==> config.mk <==
export PLATFORM = sky130hd
export DESIGN_NAME = sequencer_slot_config_regs
export DESIGN_NICKNAME = d
export VERILOG_FILES = /design/src/hw/slot_config_pkg.sv /design/src/hw/sequencer_slot_config_regs.sv
export VERILOG_INCLUDE_DIRS = /design/src /design/src/hw
export SDC_FILE = /design/constraint.sdc
export NUM_CORES = 1
export LEC_CHECK = 0
export CORE_UTILIZATION = 65
export CTS_CLUSTER_SIZE = 28
export DETAILED_ROUTE_END_ITERATION = 8
export DONT_BUFFER_PORTS = 1
export PLACE_DENSITY = 0.81
export SYNTH_ARGS = -nofsm -noshare
export SYNTH_HDL_FRONTEND = slang
export SYNTH_SLANG_ARGS = --single-unit
==> constraint.sdc <==
create_clock -name hclk -period 8.14 [get_ports hclk]
set_input_delay 1.221 -clock hclk [delete_from_list [all_inputs] [get_ports hclk]]
set_output_delay 1.221 -clock hclk [all_outputs]
set_load 0.1 [all_outputs]
==> src/hw/slot_config_consts.svh <==
// Offsets, field positions and reset values of the slot configuration registers
`ifndef SLOT_CONFIG_CONSTS_SVH
`define SLOT_CONFIG_CONSTS_SVH

// ==========================================
// Register indices and byte addresses
`define REG9_10_INDEX      16'h7818
`define REG11_INDEX        16'h7819
`define REG9_10_ADDR       (`REG9_10_INDEX * 4)
`define REG11_ADDR         (`REG11_INDEX * 4)
`define LOADER_CTRL_ADDR   32'h0001_F000
`define DECODE_STATUS_ADDR 32'h0001_F004

// ==========================================
// Field positions
`define R9_VSEL_MSB   4
`define R9_VSEL_LSB   0
`define R11_SLOT_MSB  15
`define R11_SLOT_LSB  13
`define R11_VSEL_MSB  11
`define R11_VSEL_LSB  8
`define EXT2_SLOT_MSB 7
`define EXT2_SLOT_LSB 5
`define EXT1_SLOT_MSB 4
`define EXT1_SLOT_LSB 2
`define SLAVE_BIT     0
`define REG11_WMASK   16'hEFFC

// ==========================================
// Reset values
`define REG9_10_RESET 16'h0000
`define REG11_RESET   16'h0000

// ==========================================
// Voltage code breakpoints, millivolts
`define R9_BASE_MV    16'd1000
`define R9_STEP_LO_MV 16'd50
`define R9_KNEE_CODE  5'h0D
`define R9_KNEE_MV    16'd1700
`define R9_STEP_HI_MV 16'd100
`define R11_BASE_MV   16'd800
`define R11_STEP_MV   16'd50

`endif

==> src/hw/slot_config_pkg.sv <==
// Types shared by the slot configuration register bank
`default_nettype none
package slot_config_pkg;

   // ==========================================
   // Slot select meaning
   typedef enum logic [2:0] {
      SLOT_NEVER  = 3'b000,
      SLOT_1      = 3'b001,
      SLOT_2      = 3'b010,
      SLOT_3      = 3'b011,
      SLOT_4      = 3'b100,
      SLOT_5      = 3'b101,
      SLOT_HW_EN1 = 3'b110,
      SLOT_HW_EN2 = 3'b111
   } slot_code_t;

   // Decoded enable source for one output
   typedef struct packed {
      logic       in_sequence;
      logic [2:0] timeslot;
      logic       hw_enable_1;
      logic       hw_enable_2;
   } slot_route_t;

   // Configuration loader write port
   typedef struct packed {
      logic        valid;
      logic        to_reg11;
      logic [15:0] data;
   } load_req_t;

   // Bus slave phase state
   typedef enum logic [0:0] {
      PH_IDLE = 1'b0,
      PH_DATA = 1'b1
   } bus_phase_t;

endpackage
`default_nettype wire

==> src/hw/sequencer_slot_config_regs.sv <==
// Slot and voltage configuration registers with AHB-Lite slave
//
// Functional notes
// - Slot codes 110/111 select hardware enable 1/2
// - Regulator 9 codes 00h-0Ch: 1.00-1.60V, 50mV
// - Regulator 9 code 0Dh 1.70V, 100mV steps
// - Regulator 11 codes 0h-Fh: 0.80-1.55V, 50mV
// - Regulator 11 slot 15:13, voltage 11:8
// - Slave bit set: buck 4 follows buck 3
// - Slave bit changes only by configuration load
// - All documented fields reset to zero
//
// Our own choice: the AHB-Lite interface to the registers.
`timescale 1ns/1ps
`default_nettype none
`include "slot_config_consts.svh"

module sequencer_slot_config_regs
   import slot_config_pkg::*;
(
   // Clock, reset, enable
   input  wire logic        hclk,
   input  wire logic        hresetn,
   input  wire logic        clk_en,
   // AHB-Lite slave
   input  wire logic        hsel,
   input  wire logic [31:0] haddr,
   input  wire logic [1:0]  htrans,
   input  wire logic        hwrite,
   input  wire logic [2:0]  hsize,
   input  wire logic [31:0] hwdata,
   input  wire logic        hready,
   output logic      [31:0] hrdata,
   output logic             hreadyout,
   output logic             hresp,
   // Configuration loader from one-time memory or external config memory
   input  wire load_req_t   load_req,
   // Sequencer view
   output logic      [4:0]  regulator_9_voltage_code,
   output logic      [15:0] regulator_9_millivolts,
   output logic      [2:0]  regulator_11_slot_select,
   output logic      [3:0]  regulator_11_voltage_code,
   output logic      [15:0] regulator_11_millivolts,
   output logic      [2:0]  external_enable_2_slot_select,
   output logic      [2:0]  external_enable_1_slot_select,
   output slot_route_t      regulator_11_route,
   output slot_route_t      external_enable_2_route,
   output slot_route_t      external_enable_1_route,
   output logic             buck_4_slave_mode
);

   // ==========================================
   // Helpers
   // Codes 1-5 pass through as timeslots, 6 and 7 hand over to pins
   function automatic slot_route_t decode_slot(input logic [2:0] code);
      slot_route_t r;
      r = '0;
      case (slot_code_t'(code))
         SLOT_NEVER:  r = '0;
         SLOT_HW_EN1: r.hw_enable_1 = 1'b1;
         SLOT_HW_EN2: r.hw_enable_2 = 1'b1;
         default: begin
            r.in_sequence = 1'b1;
            r.timeslot    = code;
         end
      endcase
      return r;
   endfunction

   // Two linear segments meeting at the knee code
   function automatic logic [15:0] reg9_mv(input logic [4:0] code);
      logic [15:0] c;
      c = {11'h000, code};
      if (code < `R9_KNEE_CODE)
         return 16'(`R9_BASE_MV + c * `R9_STEP_LO_MV);
      else
         return 16'(`R9_KNEE_MV + (c - 16'h000D) * `R9_STEP_HI_MV);
   endfunction

   // ==========================================
   // Bus address phase capture
   logic [15:0] reg11;
   logic [15:0] next_reg11;
   logic        loader_lock;
   logic        next_lock;
   bus_phase_t  phase;
   logic [31:0] ph_addr;
   logic        ph_write;
   logic        ph_bad;
   logic [4:0]  next_vsel9;
   logic        take;

   assign take = clk_en && hsel && hready && htrans[1];
   // Sub-word or misaligned transfers never write

   always_ff @(posedge hclk or negedge hresetn) begin
      if (!hresetn) begin
         phase    <= PH_IDLE;
         ph_addr  <= 32'h0000_0000;
         ph_write <= 1'b0;
         ph_bad   <= 1'b0;
      end else if (clk_en && hready) begin
         phase    <= take ? PH_DATA : PH_IDLE;
         ph_addr  <= haddr;
         ph_write <= hwrite;
         ph_bad   <= (hsize != 3'b010) || (haddr[1:0] != 2'b00);
      end
   end

   logic wr_ok;
   assign wr_ok = clk_en && (phase == PH_DATA) && ph_write && !ph_bad;
   assign hreadyout = 1'b1;
   assign hresp     = 1'b0;

   // ==========================================
   // Register 9/10 (only regulator 9 voltage field is held here)
   logic [4:0] vsel9;
   // Loader wins over a same-cycle bus write
   always_comb begin
      next_vsel9 = vsel9;
      if (wr_ok && ph_addr == 32'(`REG9_10_ADDR))
         next_vsel9 = hwdata[`R9_VSEL_MSB:`R9_VSEL_LSB];
      if (clk_en && load_req.valid && !load_req.to_reg11)
         next_vsel9 = load_req.data[`R9_VSEL_MSB:`R9_VSEL_LSB];
   end

   always_ff @(posedge hclk or negedge hresetn) begin
      if (!hresetn)
         vsel9 <= 5'(`REG9_10_RESET);
      else
         vsel9 <= next_vsel9;
   end

   // ==========================================
   // Register 11 / external enables / slave bit
   // Loader wins over a same-cycle bus write
   always_comb begin
      next_reg11 = reg11;
      if (wr_ok && ph_addr == 32'(`REG11_ADDR) && !loader_lock)
         next_reg11 = (hwdata[15:0] & `REG11_WMASK) |
                      {15'h0000, reg11[`SLAVE_BIT]};
      if (clk_en && load_req.valid && load_req.to_reg11)
         next_reg11 = (load_req.data & `REG11_WMASK) |
                      {15'h0000, load_req.data[`SLAVE_BIT]};
   end

   always_ff @(posedge hclk or negedge hresetn) begin
      if (!hresetn)
         reg11 <= `REG11_RESET;
      else
         reg11 <= next_reg11;
   end

   // Software write lock for bus writes to register 11
   always_comb begin
      next_lock = loader_lock;
      if (wr_ok && ph_addr == `LOADER_CTRL_ADDR)
         next_lock = hwdata[0];
   end

   always_ff @(posedge hclk or negedge hresetn) begin
      if (!hresetn)
         loader_lock <= 1'b0;
      else
         loader_lock <= next_lock;
   end

   // ==========================================
   // Read data
   // Next values, so a read right behind a write sees the new word
   always_ff @(posedge hclk or negedge hresetn) begin
      if (!hresetn)
         hrdata <= 32'h0000_0000;
      else if (take && !hwrite) begin
         case (haddr)
            32'(`REG9_10_ADDR):  hrdata <= {27'h0000000, next_vsel9};
            32'(`REG11_ADDR):    hrdata <= {16'h0000, next_reg11};
            `LOADER_CTRL_ADDR:   hrdata <= {31'h00000000, next_lock};
            `DECODE_STATUS_ADDR: hrdata <= {16'h0000, reg9_mv(next_vsel9)};
            default:             hrdata <= 32'h0000_0000;
         endcase
      end
   end

   // ==========================================
   // Sequencer outputs
   // Registered copies, one cycle behind the registers
   always_ff @(posedge hclk or negedge hresetn) begin
      if (!hresetn) begin
         regulator_9_voltage_code      <= 5'h00;
         regulator_9_millivolts        <= `R9_BASE_MV;
         regulator_11_slot_select      <= 3'h0;
         regulator_11_voltage_code     <= 4'h0;
         regulator_11_millivolts       <= `R11_BASE_MV;
         external_enable_2_slot_select <= 3'h0;
         external_enable_1_slot_select <= 3'h0;
         regulator_11_route            <= '0;
         external_enable_2_route       <= '0;
         external_enable_1_route       <= '0;
         buck_4_slave_mode             <= 1'b0;
      end else if (clk_en) begin
         regulator_9_voltage_code      <= vsel9;
         regulator_9_millivolts        <= reg9_mv(vsel9);
         regulator_11_slot_select      <= reg11[`R11_SLOT_MSB:`R11_SLOT_LSB];
         regulator_11_voltage_code     <= reg11[`R11_VSEL_MSB:`R11_VSEL_LSB];
         regulator_11_millivolts       <= 16'(`R11_BASE_MV +
            {12'h000, reg11[`R11_VSEL_MSB:`R11_VSEL_LSB]} * `R11_STEP_MV);
         external_enable_2_slot_select <= reg11[`EXT2_SLOT_MSB:`EXT2_SLOT_LSB];
         external_enable_1_slot_select <= reg11[`EXT1_SLOT_MSB:`EXT1_SLOT_LSB];
         regulator_11_route      <= decode_slot(reg11[`R11_SLOT_MSB:`R11_SLOT_LSB]);
         external_enable_2_route <= decode_slot(reg11[`EXT2_SLOT_MSB:`EXT2_SLOT_LSB]);
         external_enable_1_route <= decode_slot(reg11[`EXT1_SLOT_MSB:`EXT1_SLOT_LSB]);
         buck_4_slave_mode       <= reg11[`SLAVE_BIT];
      end
   end

   // Bus bits this bank never looks at
   logic unused;
   assign unused = ^hwdata[31:16] | htrans[0];

endmodule
`default_nettype wire

==> reports/results.tsv <==
stage	metric	value	unit
timing	period_minus_slack	6890	ps
global_route	met3_usage	0.0788	
power_and_ir_drop	finalPower	4.42	mW
placed_design	gp_congestion	0.940	
synthesis	ys_seq_area_frac	0.364	
global_route	grtUsageMet1	0.369	
global_route	grt_pass1_vias	6741	
timing	rsz0062_at_grt	no	
critical_path	r2r_end	hrdata[12]	
timing	clock_skew	7.36	ps
cts	clock_path_buffers	2	
cts	ctsHtreeMaxLevel	4	
critical_path	critPathTopFamily	compound AO/OA/AOI/OAI gates	
die	ios	196	
routing	ant_nets	0	
cts	cts_hold_buf	0	
synthesis	synth_area	9110	sq um
run_status	status	finished, final reports clean	
timing	slew_headroom	0.315	
timing	tightest_slew	1030	ps
synthesis	ys_warn_count	0	
cts	cts_resized	0	
critical_path	crit_type	input pin to flip-flop	
critical_path	slowest_stage	o21ai_1	
placed_design	portBuffers	0	
power_and_ir_drop	leakagePower	4.38	nW
cts	post-cts-setup-buffer-count	0	
critical_path	cp.arrival	7200	ps
placed_design	hpwl	15400	microns
cts	cts-root-buf	clkbuf_16	
routing	via_per_inst	6.26	
timing	post-route-period-util	0.847	
die	core_area	13500	sq um
critical_path	worstPathBufferInverterCount	0	
routing	drtIter0Drc	571	
die	rows	42	
synthesis	synth_area_per_cell	10.1	sq um
synthesis	synth_flop_cell	dfrtp_1	
layout	antenna_cells	0	
die	start_util	0.677	
timing	slew_viol_final	0	
critical_path	crit_chain	and4_4 -> nand4_4 -> nor4_4 -> mux2i_1 -> o21ai_1 -> ha_1 -> nor2_1 -> a311oi_1 -> xnor2_1 -> ha_1 -> ha_1 -> fa_1 -> ha_1 -> nor2b_1 -> o21a_1 -> o21ai_0 -> a21oi_1 -> or3_2 -> xnor2_1 -> o21ai_2	
power_and_ir_drop	worst_ir_drop_vdd	0.000335	V
critical_path	end_kind	flip-flop	
cts	clock_latency	430	ps
global_route	grt_busiest_layer	met2	
routing	wl	21200	microns
layout	fin_area	9680	sq um
global_route	antenna_found_initial	0	
critical_path	reg2reg_setup_slack	1460	ps
cts	cts_buffers	17	
critical_path	rr_startpoint	ph_addr[23]	
critical_path	crit_path_start_kind	input pin	
cts	cts_tree	done	
die	die_h	120	microns
placed_design	dpl_cell_area	9100	sq um
routing	wire_per_inst	19.6	microns
timing	setup_viol	0	
routing	drc	0	
global_route	grt_max_degree	133	
synthesis	ys_types	88	
global_route	grt_use_met2	0.492	
synthesis	async_flop_share	1.00	
timing	fmax	145	MHz
power_and_ir_drop	power.density	457	nW/um^2
timing	finalHoldViolCount	0	
synthesis	synthCells	902	
critical_path	cpPeakStageDelay	540	ps
die	die-width	120	microns
flow_run	max-cap-violations	0	
layout	fin_nets	1084	
critical_path	cp_common_cell	ha_1	
global_route	grt_pass1_wl	33600	microns
routing	via_count	6756	
layout	final_common_cell	dfrtp_1	
global_route	track_usage	0.299	
layout	drive_gt1_frac	0.157	
routing	drtPass1Iterations	5	
critical_path	reg2reg_depth	20	
timing	setup_tns	0	ps
global_route	grt-ovfl-total	0	
critical_path	worstPathMaxFanout	94	
cts	clk_pin_slew_worst_paths	60	ps
critical_path	cp.required	8450	ps
synthesis	synth_edf_count	0	
layout	area_delta_synth_final	6.25	%
min_path	min_path_type	input pin to async pin	
synthesis	ys_ff_latch	132	
layout	final_cell_mix	120 x dfrtp_1, 87 x ha_1, 80 x inv_1, 65 x nand2_1, 55 x mux2_2	
cts	clock_sinks	132	
die	die-area	14500	sq um
[state kept, by name (all words and copies together) (netlist names), 6 cells and up]
name / flops
hrdata: 16
regulator_11_millivolts: 7
regulator_9_millivolts: 15
external_enable_2_route: 6
ph_addr: 32
reg11: 16
regulator_11_route: 6
external_enable_1_route: 6
[Yosys cell counts (8+ instances only)]
cell type  number  area, sq um
xnor2_1        34          298
nand3_1        14         70.1
nor2b_1         9         56.3
a31oi_1         8         50.1
dfstp_2         9          236
nor4_1         10         62.6
a21oi_1        34          170
mux2_2         55          619
fa_1           14          280
ha_1           87         1090
o21ai_0        34          170
o21ai_1        17         85.1
mux2i_1        18          180
clkbuf_1       22         82.6
nand4_1         8         50.1
buf_4          30          225
o22ai_1        15         93.8
nand2_1        65          244
nor3_1         14         70.1
xor2_1         24          210
a21o_1          9         67.6
inv_1          80          300
dfrtp_1       123         3080
nor2_1         38          143
[how the worst max path moves through the flow]
stage / startpoint / endpoint / slack [ps] / depth (start not counted)
after floorplan: clk_en / hrdata[12] / 1710 / 20
after CTS: clk_en / hrdata[12] / 1370 / 20
final: clk_en / hrdata[12] / 1250 / 20
after detailed placement: clk_en / hrdata[12] / 960 / 20
after global placement: clk_en / hrdata[14] / 1090 / 20
after global routing: clk_en / hrdata[12] / 920 / 20
[worst reg2reg max path: cells and delay by family (launching register included)]
family,cells,cell delay [ps]
simple gates,6,1880
compound gates,6,1830
fa+ha+maj,5,1790
xor+xnor,2,510
flops,1,400
mux,1,150
[report_power, final]
part	internal (mW)	switching (mW)	total (mW)	leakage, nW
Sequential	0.792	0.730	1.52	1.62
Clock	0.455	0.305	0.760	0.275
Combinational	0.903	1.24	2.14	2.48
Total	2.15	2.27	4.42	4.38
[kinds of logic (layout without fill, tap and decap cells)]
group	count (synthesis)	count (layout)	share of synthesized area
AO/OA/AOI/OAI	179	179	0.134
AND/OR/NAND/NOR	220	220	0.137
flip-flops	132	132	0.364
buffers and inverters	137	115	0.0704
adder cells (fa/ha/maj)	101	101	0.150
XOR/XNOR	58	58	0.0557
other	2	25	0.000824
multiplexers	73	73	0.0877
[per-stage QoR]
step,hold WS (ps),cells,util,setup slack [ps]
final,491,1079,0.720,1250
after CTS,478,1079,0.720,1370
after global placement,463,1047,0.676,1090
after floorplan,451,925,-,1710
after global routing,475,1079,0.720,923
after detailed placement,484,1047,0.676,956
[per-layer routing]
metal,vias to the layer above,part of all wire
met5,-,0
met3,52,0.074
met2,291,0.48
li1,3116,-
met1,3297,0.41
met4,0,0.028
[area by class of cell]
| class | count | area [sq um] |
|---|---|---|
| clock inverter | 13 | 149 |
| sequential | 132 | 3320 |
| multi-input combinational | 656 | 5240 |
| timing repair buffer | 2 | 15.0 |
| clock buffer | 19 | 433 |
| inverter | 81 | 304 |
| fill | 966 | 3770 |
| tap | 176 | 220 |
(Power assumes the default switching activity.)
